==> src/rtl/sarrd_pkg.sv <==
// Shared constants and types for the converter readout link
package sarrd_pkg;
	// Resolution of this build: 12 bits
	localparam int RES_BITS = 12;
	localparam int LEAD_ZEROS = 4;
	localparam int FRAME_EDGES = RES_BITS + LEAD_ZEROS;
	localparam int HOLD_EDGE = 3;
	localparam logic [4:0] CNT_ZERO = 5'h00;
	localparam logic [4:0] CNT_ONE = 5'h01;
	localparam logic [4:0] CNT_HOLD = 5'(HOLD_EDGE);
	localparam logic [4:0] CNT_MSB = 5'(LEAD_ZEROS);
	localparam logic [4:0] CNT_EOC = 5'(FRAME_EDGES);
	// Host timing
	localparam int MCLK_NS = 20;
	localparam int LINK_PERIOD_NS = 160;
	localparam int SAMPLE_MIN_NS = 643;
	localparam int HALF_DIV = LINK_PERIOD_NS / (2 * MCLK_NS);
	localparam int SAMPLE_CYC = (SAMPLE_MIN_NS + MCLK_NS - 1) / MCLK_NS;
	localparam logic [5:0] HALF_DIV_W = 6'(HALF_DIV - 1);
	localparam logic [5:0] SETUP_W = 6'(SAMPLE_CYC / 3);
	localparam logic [5:0] DIV_ZERO = 6'h00;
	localparam logic [RES_BITS-1:0] RES_ZERO = '0;
	typedef enum logic [1:0] {
		SARRD_OFF = 2'b00,
		SARRD_SAMPLE = 2'b01,
		SARRD_CONVERT = 2'b11
	} sarrd_dev_t;
	typedef enum logic [1:0] {
		SARRD_IDLE = 2'b00,
		SARRD_SETUP = 2'b01,
		SARRD_LOW = 2'b11,
		SARRD_HIGH = 2'b10
	} sarrd_host_t;
endpackage

==> src/rtl/sarrd_link_if.sv <==
// Serial link between host and converter
`timescale 1ns/1ns
interface sarrd_link_if;
	logic cs_n;
	logic sclk;
	logic sdo;
	logic sdo_oe_n;
	logic sdo_wire;
	// Pulled low when nobody drives
	assign sdo_wire = sdo_oe_n ? 1'b0 : sdo;
	modport dev (input cs_n, input sclk, output sdo, output sdo_oe_n);
	modport host (output cs_n, output sclk, input sdo_wire);
endinterface

==> src/rtl/sarrd_dev.sv <==
// Converter end: wake, sample, convert and shift out the result
// Overview of operation
// - Serial clock idles high between frames
// - Output changes on falling, host samples rising
// - Chip select fall starts sampling, enables output
// - Frame: four zeros then the result
// - First zero driven from chip select fall
// - Zeros two to four after falls 1-3
// - MSB on fall four, then downward
// - Output floats at select rise or EOC
// - Result is unsigned straight binary
// - Wakes automatically when chip select falls
// - EOC on last falling edge, then power down
// - Early select rise aborts and powers down
// - Host allows 720 ns before fall three (643 ns minimum)
// - Fall three ends sampling, starts conversion
// - Host toggles select once after power on; sarrd_host and the bench start straight with a conversion frame
`timescale 1ns/1ns
module sarrd_dev
	import sarrd_pkg::*;
(
	input wire logic mclk_i,
	input wire logic reset_i,
	sarrd_link_if.dev link,
	input wire logic [RES_BITS-1:0] analog_input_pin_i,
	output logic powered_o,
	output logic sampling_o
);
	logic [1:0] cs_sync_ff;
	logic [1:0] sclk_sync_ff;
	logic cs_d_ff;
	logic sclk_d_ff;
	sarrd_dev_t state_ff, nxt_state;
	logic [4:0] cnt_ff, nxt_cnt;
	logic [RES_BITS-1:0] shreg_ff, nxt_shreg;
	logic sdo_ff, nxt_sdo;
	logic oe_n_ff, nxt_oe_n;
	logic cs_fall, cs_rise, sclk_fall;

	always_ff @(posedge mclk_i or posedge reset_i) begin
		if (reset_i) begin
			cs_sync_ff <= 2'b11;
			sclk_sync_ff <= 2'b11;
			cs_d_ff <= 1'b1;
			sclk_d_ff <= 1'b1;
		end else begin
			cs_sync_ff <= {cs_sync_ff[0], link.cs_n};
			sclk_sync_ff <= {sclk_sync_ff[0], link.sclk};
			cs_d_ff <= cs_sync_ff[1];
			sclk_d_ff <= sclk_sync_ff[1];
		end
	end

	assign cs_fall = cs_d_ff & ~cs_sync_ff[1];
	assign cs_rise = ~cs_d_ff & cs_sync_ff[1];
	// Clock is gated by chip select; only falls inside the frame count
	assign sclk_fall = sclk_d_ff & ~sclk_sync_ff[1] & ~cs_sync_ff[1];

	always_comb begin
		nxt_state = state_ff;
		nxt_cnt = cnt_ff;
		nxt_shreg = shreg_ff;
		nxt_sdo = sdo_ff;
		nxt_oe_n = oe_n_ff;
		if (cs_rise) begin
			nxt_state = SARRD_OFF;
			nxt_oe_n = 1'b1;
			nxt_cnt = CNT_ZERO;
		end else if (cs_fall) begin
			nxt_state = SARRD_SAMPLE;
			nxt_cnt = CNT_ZERO;
			nxt_sdo = 1'b0;
			nxt_oe_n = 1'b0;
		end else if (sclk_fall && state_ff != SARRD_OFF) begin
			nxt_cnt = cnt_ff + CNT_ONE;
			case (state_ff)
				SARRD_SAMPLE: begin
					nxt_sdo = 1'b0;
					if (nxt_cnt == CNT_HOLD) begin
						// Hold the input; straight binary code taken as is
						nxt_shreg = analog_input_pin_i;
						nxt_state = SARRD_CONVERT;
					end
				end
				SARRD_CONVERT: begin
					if (nxt_cnt == CNT_EOC) begin
						nxt_state = SARRD_OFF;
						nxt_oe_n = 1'b1;
					end else begin
						nxt_sdo = shreg_ff[RES_BITS-1];
						nxt_shreg = {shreg_ff[RES_BITS-2:0], 1'b0};
					end
				end
				default: nxt_state = SARRD_OFF;
			endcase
		end
	end

	always_ff @(posedge mclk_i or posedge reset_i) begin
		if (reset_i) begin
			state_ff <= SARRD_OFF;
			cnt_ff <= CNT_ZERO;
			shreg_ff <= RES_ZERO;
			sdo_ff <= 1'b0;
			oe_n_ff <= 1'b1;
		end else begin
			state_ff <= nxt_state;
			cnt_ff <= nxt_cnt;
			shreg_ff <= nxt_shreg;
			sdo_ff <= nxt_sdo;
			oe_n_ff <= nxt_oe_n;
		end
	end

	assign link.sdo = sdo_ff;
	assign link.sdo_oe_n = oe_n_ff;
	assign powered_o = state_ff != SARRD_OFF;
	assign sampling_o = state_ff == SARRD_SAMPLE;
endmodule

==> src/flat_wrapper.sv <==
// flat-port wrapper written by rule: the top's interface ports become plain ports
module sarrd_dev_flat import sarrd_pkg::*;
  (mclk_i, reset_i, analog_input_pin_i, powered_o, sampling_o, link_cs_n, link_sclk, link_sdo, link_sdo_oe_n);
  sarrd_link_if link_i ();
  input wire logic mclk_i;
  input wire logic reset_i;
  input wire logic [RES_BITS-1:0] analog_input_pin_i;
  output logic powered_o;
  output logic sampling_o;
  input wire logic [$bits(link_i.cs_n)-1:0] link_cs_n;
  input wire logic [$bits(link_i.sclk)-1:0] link_sclk;
  output wire logic [$bits(link_i.sdo)-1:0] link_sdo;
  output wire logic [$bits(link_i.sdo_oe_n)-1:0] link_sdo_oe_n;
  assign link_i.cs_n = link_cs_n;
  assign link_i.sclk = link_sclk;
  assign link_sdo = link_i.sdo;
  assign link_sdo_oe_n = link_i.sdo_oe_n;
  sarrd_dev u_core (.mclk_i(mclk_i), .reset_i(reset_i), .link(link_i), .analog_input_pin_i(analog_input_pin_i), .powered_o(powered_o), .sampling_o(sampling_o));
endmodule
==> config.mk <==
export PLATFORM = sky130hd
export DESIGN_NAME = sarrd_dev_flat
export DESIGN_NICKNAME = d
export VERILOG_FILES = /design/src/rtl/sarrd_pkg.sv /design/src/rtl/sarrd_link_if.sv /design/src/rtl/sarrd_dev.sv /design/src/flat_wrapper.sv
export SDC_FILE = /design/constraint.sdc
export NUM_CORES = 1
export LEC_CHECK = 0
export ABC_CLOCK_PERIOD_IN_PS = 3200
export BUFFER_PORTS_ARGS = -buffer_cell sky130_fd_sc_hd__buf_2
export CAP_MARGIN = 25
export CORE_MARGIN = 2
export CORE_UTILIZATION = 60
export DETAILED_ROUTE_END_ITERATION = 8
export PLACE_DENSITY = 0.82
export SYNTH_ARGS = -nofsm -noshare
export SYNTH_HDL_FRONTEND = slang
export SYNTH_SLANG_ARGS = --single-unit
==> constraint.sdc <==
create_clock -name mclk_i -period 3.2 [get_ports mclk_i]
set_clock_uncertainty 0.05 [all_clocks]
set_input_delay 0.32 -clock mclk_i [delete_from_list [all_inputs] [get_ports mclk_i]]
set_output_delay 0.32 -clock mclk_i [all_outputs]
set_load 0.01 [all_outputs]
# Word level (Yosys, flattened, before mapping)
# Index checks and enable logic that the tools add are counted.
# op_classes
n_mux,21
eq_ne,9
reduce_logical,12
add_sub_neg,1
bitwise_logic,9
# op_table
cell,count
two-way mux 12 bit,2
case mux 12 bit (2 select lines),1
two-way mux 5 bit,3
nonzero test 3 bit,4
two-way mux 2 bit,5
two-way mux 1 bit,8
inequality test 4 x 1 -> 1 bit (second input constant),2
AND reduction 3 bit,2
AND reduction 6 bit,1
nonzero test 2 bit,3
adder 5 x 1 -> 5 bit (second input constant),1
== test 5 x 2 -> 1 bit (second input constant),1
== test 5 bit (second input constant),1
inverter 1 bit,5
bitwise AND 1 bit,4
case mux 2 bit (2 select lines),1
AND reduction 4 bit,1
inequality test 3 x 2 -> 1 bit (second input constant),1
== test 2 x 1 -> 1 bit (second input constant),1
== test 2 bit (second input constant),1
inequality test 2 x 1 -> 1 bit (second input constant),1
inequality test 2 bit (second input constant),1
case mux 1 bit (2 select lines),1
logical AND 1 bit,1
# word_totals
elab_cells,61
out_inout_bits,4
inputBits,16
register_bits,27

# Longest topological paths before layout
# Gate-level depths: netlist of run 1.
# logic_depth
ltp_word,7
depth_mapped,7
ltp_nobuf,6

# Worst setup path after synthesis of run 1
# No wires, ideal clock.
# synth_path
path_kind,reg2reg
from,register u_core.cnt_ff[0]
to,register u_core.shreg_ff[11]
path_slack_ps,1191
t_arrival_ps,1834
synth_period_minus_slack_ps,2009
path_stages_with_launch,8
n_path_buf,1
cell_sequence,dfrtp_1 -> ha_1 -> nand3_1 -> xor2_1 -> and3_1 -> o211a_1 -> buf_6 -> mux2_4
# synth_via
elab_chain_len,4
elab_cells_between_ends,6
cone_classes,1 x add/sub; 4 x eq/ne; 1 x reduce/logical
# synth_lines
element,line_no,rtl
start: declaration,sarrd_dev.sv:34,"logic [4:0] cnt_ff, nxt_cnt;"
start signal: assignment,sarrd_dev.sv:108,cnt_ff <= nxt_cnt;
adder 5 x 1 -> 5 bit *,sarrd_dev.sv:75,nxt_cnt = cnt_ff + CNT_ONE;
== test 5 bit / == test 5 x 2 -> 1 bit (equally long branches),"sarrd_dev.sv:86, sarrd_dev.sv:79",
inequality test 2 bit (no source line) / inequality test 2 x 1 -> 1 bit (equally long branches),n/a,
AND reduction 6 bit (no source line) *,n/a,
end signal: assignment,sarrd_dev.sv:109,shreg_ff <= nxt_shreg;
end: declaration,sarrd_dev.sv:35,"logic [RES_BITS-1:0] shreg_ff, nxt_shreg;"
# Mark *: on every way between the ends. The rest lies on a longest branch, timed or not.
# A chain may end at the register's enable or synchronous reset.

# Worst setup path after layout of run 1
# layout_path
from,register u_core.cnt_ff[1]
to,register u_core.shreg_ff[10]
# Same word-level chain as after synthesis.

==> results.json, run 1 <==
{
  "timing.critical_path.buf_inv": 0,
  "crit_path_cell_trace": "ha_1 -> nand3_1 -> xor2_1 -> and3_1 -> o211a_1 -> mux2_2",
  "grt_start_max_net_pins": 28,
  "required_ns": 3.38,
  "vias_cell": 5.341,
  "numClockSinks": 27,
  "r2r_slack_ns": 0.75,
  "floorplan.initialDensity_pct": 63.63,
  "detailed_place_hpwl_microns": 1684,
  "most_frequent_standard_cell_in_the_layout_excluding_fill_and_tap_cells": "sky130_fd_sc_hd__dfrtp_1",
  "clk_latency_ns": 0.32,
  "core.rowCount": 17,
  "core_area_sq_mm": 0.002212,
  "globalplace.congestion": 0.8429,
  "dp_slack_ns": 0.7969,
  "area_share_of_the_largest_cell_type_after_synthesis_pct": 35.56,
  "finalWorstPathRequiredPeriod_ns": 2.451,
  "clock_tree.buffer_depth": 2,
  "io_buffers": 19,
  "synthesis.area_sq_mm": 0.001408,
  "route.detailed.drc": 0,
  "clkTransAtPathRegs_ns": 0.14,
  "multiInputGateArea_sq_um": 669.4,
  "dieArea_sq_mm": 0.002749,
  "fillers": 164,
  "routed_wirelength_microns": 2365,
  "die_w_microns": 52.44,
  "antenna_violating_nets_post_route": 0,
  "max_cap_viol_count": 0,
  "num-nets-final": 162,
  "numCtsBuffers": 3,
  "grt_remaining_overflow": 0,
  "timing.slew.headroom_pct": 58.55,
  "cp-end-kind": "flip-flop",
  "mappedNetlistNets": 139,
  "cp_data_arrival_time_ns": 2.63,
  "worst_path_dominant_cell_family": "compound AO/OA/AOI/OAI gates",
  "postSynthCellCount": 117,
  "worst-slew-pin-transition_ns": 0.6217,
  "cp-endpoint": "u_core.shreg_ff[10]",
  "r2r-end": "u_core.shreg_ff[10]",
  "routed_wire_length_per_instance_microns": 14.16,
  "regArea_sq_um": 684.4,
  "htree_num_levels": 1,
  "grt_antenna_before_repair": 0,
  "final-hold-violation-count": 0,
  "first_global_vias": 945,
  "synth_sequential_area_ratio_pct": 48.62,
  "layout.cells.most_common_list": "20 x sky130_fd_sc_hd__dfrtp_1, 19 x sky130_fd_sc_hd__buf_2, 13 x sky130_fd_sc_hd__mux2_2",
  "globalRouteTotalUtil_pct": 20.84,
  "fin_worst_hold_slack_ns": 0.02254,
  "post-route-period-util_pct": 76.59,
  "path_max_fanout": 12,
  "peakVddDrop_mv": 0.3197,
  "worstRegToRegCells": 6,
  "yosysTopAreaCell": "sky130_fd_sc_hd__dfrtp_1",
  "reg2reg_from": "u_core.cnt_ff[1]",
  "non_filler_instances": 167,
  "setup-violations-final": 0,
  "placedCellCount": 160,
  "synth_cell_types": 31,
  "run_status": "finished clean",
  "power_density_mw_per_mm2": 372.8,
  "drive_gt1_share_pct": 40.29,
  "pin_count": 20,
  "critical_path_class": "flip-flop to flip-flop",
  "antennaDiodeCount": 0,
  "setup-tns-final_ns": 0,
  "rsz0062_at_grt": "no",
  "cts.repair.resized": 0,
  "synth_area_leaders": "sky130_fd_sc_hd__dfrtp_1 36%, sky130_fd_sc_hd__dfstp_2 13%, sky130_fd_sc_hd__mux2_2 10%",
  "yosys_register_bits": 27,
  "critical_path.startpoint_type": "flip-flop",
  "max_freq_mhz": 408.0,
  "synth_warnings": 0,
  "class_of_the_most_critical_hold_timing_path": "input port to flip-flop",
  "holdCritStartpoint": "link_sclk",
  "p_leak_nw": 0.7758,
  "cpMaxStageDelayCell": "sky130_fd_sc_hd__o211a_1",
  "whs_path_depth": 1,
  "number_of_iterations_in_the_first_detailed_routing_pass": 5,
  "die_height_microns": 52.44,
  "detailedRoute.firstIterationViolations": 12,
  "report.power.total_w": 0.0005938,
  "detailroute.via_count": 892,
  "average_cell_area_after_synthesis_sq_um": 12.03,
  "grt_first_pass_wirelength_microns": 4167,
  "slew_violations": 0,
  "cts_root_buffer": "sky130_fd_sc_hd__clkbuf_4",
  "cp-startpoint": "u_core.cnt_ff[1]",
  "syn2layout_area_growth_pct": 13.16,
  "max_stage_delay_ns": 0.57,
  "postLayoutSetupSlackWorst_ns": 0.7490,
  "crit_cells": 6,
  "cts_tree": "built"
}
-- cell type report --
type                    count  area share, %
clock buffers               3          1.414
clock inverters             1         0.3142
inverters                   7          1.650
multi-input cells          78          42.03
flip-flops and latches     27          42.97
well taps                  28          2.200
repair buffers             23          9.427
-- through the flow --
stage               utilization (%)  area (sq um)
floorplan                         -          1408
global placement              68.61          1518
detailed placement            68.61          1518
CTS                           69.85          1545
global route                  72.00          1593
finish                        72.00          1593
-- synth_stat cells, drive strengths merged --
| cell type | instances |
|---|---|
| mux2 | 22 |
| dfrtp | 20 |
| dfstp | 7 |
| inv | 7 |
| nor2 | 7 |
| ha | 6 |
| nand2 | 6 |
| o21ai | 5 |
| nand3 | 4 |
| buf | 3 |
| nand4 | 3 |
| xnor2 | 3 |
| xor2 | 3 |
| and3 | 2 |
| clkbuf | 2 |
| mux2i | 2 |
| nor2b | 2 |
| nor4bb | 2 |
| or2 | 2 |
| a211oi | 1 |
| a21bo | 1 |
| a21oi | 1 |
| a31oi | 1 |
| a41o | 1 |
| nand3b | 1 |
| nor3 | 1 |
| o211a | 1 |
| o311ai | 1 |
-- registers in the layout, indices dropped and copies added, names as in the netlist --
register	flops
u_core.cnt_ff	5
u_core.cs_d_ff	1
u_core.cs_sync_ff	2
u_core.link.sdo	1
u_core.link.sdo_oe_n	1
u_core.sclk_d_ff	1
u_core.sclk_sync_ff	2
u_core.shreg_ff	12
u_core.state_ff	2
-- kinds of logic after synthesis --
kind of cell,Yosys count,synth area share [%]
and+or+nand+nor,30,11.20
DFF,27,48.62
muxes,24,21.42
AOI/OAI and AO/OA,12,5.867
buffers and inverters,12,3.822
xor gates and xnor gates,6,3.734
adders and majority gates,6,5.333
-- power by group --
group          internal, W  switching (W)  leakage (nW)
clock network    0.0000468      0.0000991        0.0177
registers         0.000362      0.0000135         0.344
logic            0.0000409      0.0000313         0.414
total             0.000450       0.000144         0.776
-- worst reg2reg max path: cells and delay by family, from the launching register on --
family,cells,cell delay (ns)
AOI/OAI and AO/OA,1,0.57
DFF,1,0.50
muxes,1,0.40
and+or+nand+nor,2,0.36
adders and majority gates,1,0.26
xor gates and xnor gates,1,0.22
-- what timing repair did --
action                                 CTS  global route
setup endpoints to repair                0             0
buffers inserted                         0             0
endpoints found under the hold margin    0             5
hold buffers                             0             2
-- layer usage --
| metal | vias to the layer above | global-route usage, % | routed length (microns) |
|---|---|---|---|
| met5 | - | 0 | 0 |
| met4 | 0 | 9.402 | 27 |
| met3 | 4 | 3.429 | 54 |
| met2 | 12 | 32.29 | 1126 |
| met1 | 427 | 28.68 | 1156 |
| li1 | 449 | - | - |
-- how the worst min path moves through the flow --
stage                        endpoint  slack, ns
3_5_place_dp     u_core.cs_sync_ff[1]       0.30
3_3_place_gp     u_core.cs_sync_ff[1]       0.30
5_1_grt        u_core.sclk_sync_ff[0]      0.002
2_1_floorplan    u_core.cs_sync_ff[0]       0.27
4_1_cts        u_core.sclk_sync_ff[0]       0.01
6_report       u_core.sclk_sync_ff[0]       0.02
(Power assumes the default switching activity.)
==> run 2: changes to the inputs <==
--- a/config.mk
+++ b/config.mk
@@ -5,13 +5,14 @@
 export SDC_FILE = /design/constraint.sdc
 export NUM_CORES = 1
 export LEC_CHECK = 0
-export ABC_CLOCK_PERIOD_IN_PS = 3200
+export ABC_AREA = 1
+export ABC_CLOCK_PERIOD_IN_PS = 2400
 export BUFFER_PORTS_ARGS = -buffer_cell sky130_fd_sc_hd__buf_2
 export CAP_MARGIN = 25
 export CORE_MARGIN = 2
-export CORE_UTILIZATION = 60
+export CORE_UTILIZATION = 56
 export DETAILED_ROUTE_END_ITERATION = 8
-export PLACE_DENSITY = 0.82
+export PLACE_DENSITY = 0.77
 export SYNTH_ARGS = -nofsm -noshare
 export SYNTH_HDL_FRONTEND = slang
 export SYNTH_SLANG_ARGS = --single-unit
==> constraint.sdc (replaced) <==
create_clock -name mclk_i -period 2.4 [get_ports mclk_i]
set_clock_uncertainty 0.05 [all_clocks]
set_input_delay 0.24 -clock mclk_i [delete_from_list [all_inputs] [get_ports mclk_i]]
set_output_delay 0.24 -clock mclk_i [all_outputs]
set_load 0.01 [all_outputs]
==> run 2 against run 1 <==
  * Sequential power is 60% higher
  * Clock-buffer cell count is 1 higher
  * Flip-flop and latch count stayed put
  * Global-route usage is 1.5 points higher
  * Register-to-register slack worse by 0.43 ns
  * Routed wire length is 21% higher
  * Cell count is 48% higher
  * Non-clock buffer count is 3 higher
  * Area after synthesis is 3.2% higher
  * Setup slack worse by 0.43 ns
  * Sequential share of layout area is 1.1 points lower
  * Die area is 9.7% higher
  * Largest power group unchanged
==> results.json, run 2 <==
{
  "non_filler_instances": 247,
  "final-hold-violation-count": 0,
  "crit_path_cell_trace": "ha_1 -> inv_1 -> nand2_1 -> nand2_1 -> inv_1 -> nor2_1 -> nand2_1 -> a21oi_4 -> nand2_2 -> nand2_1 -> nand2_1",
  "clock_tree.buffer_depth": 2,
  "post-route-period-util_pct": 86.81,
  "timing.critical_path.buf_inv": 2,
  "detailedRoute.firstIterationViolations": 24,
  "setup-violations-final": 0,
  "clkTransAtPathRegs_ns": 0.15,
  "first_global_vias": 1144,
  "run_status": "finished clean",
  "yosys-top-cells-count": "82 x sky130_fd_sc_hd__nand2_1, 24 x sky130_fd_sc_hd__nand3_1, 20 x sky130_fd_sc_hd__dfrtp_1",
  "worstRegToRegCells": 11,
  "routed_wirelength_microns": 2873,
  "required_ns": 2.57,
  "critical_path.startpoint_type": "flip-flop",
  "area_share_of_the_largest_cell_type_after_synthesis_pct": 34.45,
  "grt_first_pass_wirelength_microns": 4781,
  "internal_power_w": 0.0007294,
  "worst-slew-pin-transition_ns": 0.9332,
  "power_density_mw_per_mm2": 700.2,
  "r2r_slack_ns": 0.32,
  "grt_antenna_before_repair": 0,
  "numClockSinks": 27,
  "yosys_register_bits": 27,
  "postSynthCellCount": 192,
  "peakVddDrop_mv": 0.4591,
  "rsz0062_at_grt": "no",
  "critical_path_class": "flip-flop to flip-flop",
  "synth_async_sr_flop_share_pct": 100.0,
  "synthesis.area_sq_mm": 0.001453,
  "postLayoutSetupSlackWorst_ns": 0.3166,
  "seq_power_share_pct": 52.6,
  "io_buffers": 19,
  "vias_cell": 5.117,
  "cts.repair.resized": 0,
  "synthMostInstantiatedCell": "sky130_fd_sc_hd__nand2_1",
  "yosysTopAreaCell": "sky130_fd_sc_hd__dfrtp_1",
  "layout.cells.most_common_list": "82 x sky130_fd_sc_hd__nand2_1, 24 x sky130_fd_sc_hd__nand3_1, 20 x sky130_fd_sc_hd__dfrtp_1",
  "synth_cell_types": 22,
  "crit_cells": 11,
  "largest_registers": "u_core.shreg_ff (12), u_core.cnt_ff (5)",
  "core.rowCount": 18,
  "cts_root_buffer": "sky130_fd_sc_hd__clkbuf_4",
  "post_dp_cell_area_sq_mm": 0.001589,
  "syn2layout_area_growth_pct": 12.58,
  "antenna_violating_nets_post_route": 0,
  "cp_data_arrival_time_ns": 2.25,
  "cpMostUsedCell": "sky130_fd_sc_hd__nand2_1",
  "placedCellCount": 241,
  "synth-adder-area-share_pct": 5.168,
  "synth_top_family_by_area": "simple AND/OR/NAND/NOR gates",
  "share_clk_of_total_power_pct": 17.3,
  "numCtsBuffers": 3,
  "cp-endpoint": "u_core.shreg_ff[11]",
  "globalRouteTotalUtil_pct": 22.30,
  "grt_remaining_overflow": 0,
  "num-nets-final": 240,
  "pin_count": 20,
  "synth_area_leaders": "sky130_fd_sc_hd__dfrtp_1 34%, sky130_fd_sc_hd__nand2_1 21%, sky130_fd_sc_hd__dfstp_2 13%",
  "worst_path_dominant_cell_family": "simple AND/OR/NAND/NOR gates",
  "grt_start_max_net_pins": 26,
  "report.power.total_w": 0.001145,
  "antennaDiodeCount": 0,
  "cpMaxStageDelayCell": "sky130_fd_sc_hd__dfrtp_1",
  "htree_num_levels": 1,
  "final_design_area_no_fill_sq_mm": 0.001635,
  "p_leak_nw": 0.8654,
  "timing.slew.headroom_pct": 37.72,
  "max_cap_viol_count": 0,
  "detailroute.via_count": 1264,
  "routed_wire_length_per_instance_microns": 11.63,
  "multiInputGateArea_sq_um": 655.6,
  "finalWorstPathRequiredPeriod_ns": 2.083,
  "core_area_sq_mm": 0.002477,
  "r2r-end": "u_core.shreg_ff[11]",
  "largest_reg_flops": 12,
  "synth-simple-area-share_pct": 34.88,
  "synth_compound_gate_area_share_pct": 5.082,
  "switching_share_pct": 36.30,
  "drive_gt1_share_pct": 19.82,
  "max_stage_delay_ns": 0.47,
  "register_with_the_most_flip_flops": "u_core.shreg_ff",
  "detailed_place_hpwl_microns": 2179,
  "synthXorXnorAreaFrac_pct": 0,
  "number_of_iterations_in_the_first_detailed_routing_pass": 4,
  "comb_power_share_pct": 30.1,
  "route.detailed.drc": 0,
  "die_w_microns": 54.93,
  "slew_violations": 0,
  "mappedNetlistNets": 214,
  "switching_power_w": 0.0004156,
  "setup-tns-final_ns": 0,
  "cts_tree": "built",
  "synth_sequential_area_ratio_pct": 47.11,
  "dp_slack_ns": 0.3525,
  "reg2reg_from": "u_core.cnt_ff[1]",
  "cp-startpoint": "u_core.cnt_ff[1]",
  "synth_warnings": 0,
  "regArea_sq_um": 684.4,
  "cp-end-kind": "flip-flop",
  "synth-edff-count": 0,
  "globalplace.congestion": 0.7820,
  "floorplan.initialDensity_pct": 58.64,
  "most_frequent_standard_cell_in_the_layout_excluding_fill_and_tap_cells": "sky130_fd_sc_hd__nand2_1",
  "dieArea_sq_mm": 0.003017,
  "die_height_microns": 54.93,
  "clk_latency_ns": 0.33,
  "fillers": 236,
  "synth_mux_area_share_pct": 0,
  "max_freq_mhz": 480.0,
  "path_max_fanout": 13,
  "average_cell_area_after_synthesis_sq_um": 7.566,
  "class_of_the_most_critical_hold_timing_path": "input port to asynchronous set/reset pin",
  "ys_dominant_reg_cell": "sky130_fd_sc_hd__dfrtp_1"
}
## run 2: cell count changes in the layout (fill, tap and decap cells not counted), moves of 3 or more
cell	previous run	this run
sky130_fd_sc_hd__inv_2	0	5
sky130_fd_sc_hd__xor2_1	3	0
sky130_fd_sc_hd__mux2_4	9	0
sky130_fd_sc_hd__buf_4	1	5
sky130_fd_sc_hd__inv_1	7	16
sky130_fd_sc_hd__mux2_2	13	0
sky130_fd_sc_hd__nand2_1	6	82
sky130_fd_sc_hd__nand3_1	4	24
sky130_fd_sc_hd__xnor2_1	3	0
## run 2: worst min path at each step
stage	from	to	slack, ns
final	reset_i	u_core.cnt_ff[4]	0.04
after global routing	reset_i	u_core.cnt_ff[4]	0.14
after CTS	reset_i	u_core.shreg_ff[0]	0.07
after detailed placement	link_cs_n	u_core.cs_sync_ff[0]	0.30
after global placement	link_cs_n	u_core.cs_sync_ff[0]	0.29
after floorplan	link_cs_n	u_core.cs_sync_ff[0]	0.19
## run 2: per-stage QoR
step	hold WS, ns	util, %
final	0.03776	66.01
after global routing	0.1385	66.01
after CTS	0.06972	66.01
after detailed placement	0.2973	64.14
after global placement	0.2945	64.14
after floorplan	0.1945	-
## run 2: layer usage
layer | part of all wire (%) | track usage, % | vias to the layer above | wire length, microns
li1 | - | - | 652 | -
met1 | 44 | 27.89 | 582 | 1275
met2 | 52 | 40.08 | 30 | 1494
met3 | 3.6 | 2.419 | 0 | 104
met4 | 0 | 7.317 | 0 | 0
met5 | 0 | 0 | - | 0
## run 2: kinds of logic after synthesis
logic type | Yosys count
fa+ha+maj | 6
buf+inv | 26
compound gates | 11
flops | 27
simple gates | 122
## run 2: power groups by stage
stage / sequential, W / combinational (W) / clock [W]
CTS: 0.000602 / 0.000350 / 0.000203
global route: 0.000616 / 0.000399 / 0.000211
detailed placement: 0.000609 / 0.000347 / 0
floorplan: 0.000598 / 0.000251 / 0
global placement: 0.000607 / 0.000331 / 0
finish: 0.000602 / 0.000345 / 0.000198
## run 2: layout make-up
cell class,count,share of cell area (%)
repair buffers,26,9.334
flip-flops and latches,27,41.85
well taps,30,2.295
clock buffers,4,1.607
multi-input cells,139,40.09
inverters,21,4.820
## run 2: what timing repair did
item                                    in CTS  in global routing
hold buffers                                 2                  0
endpoints found under the setup margin       0                  0
buffers inserted                             0                  0
endpoints found under the hold margin        2                  0
## run 2: worst reg2reg max path, delay by kind of cell, from the launching register on
| kind | cells | cell delay, ns |
|---|---|---|
| fa+ha+maj | 1 | 0.25 |
| buf+inv | 2 | 0.12 |
| flops | 1 | 0.47 |
| simple gates | 7 | 0.77 |
| compound gates | 1 | 0.32 |
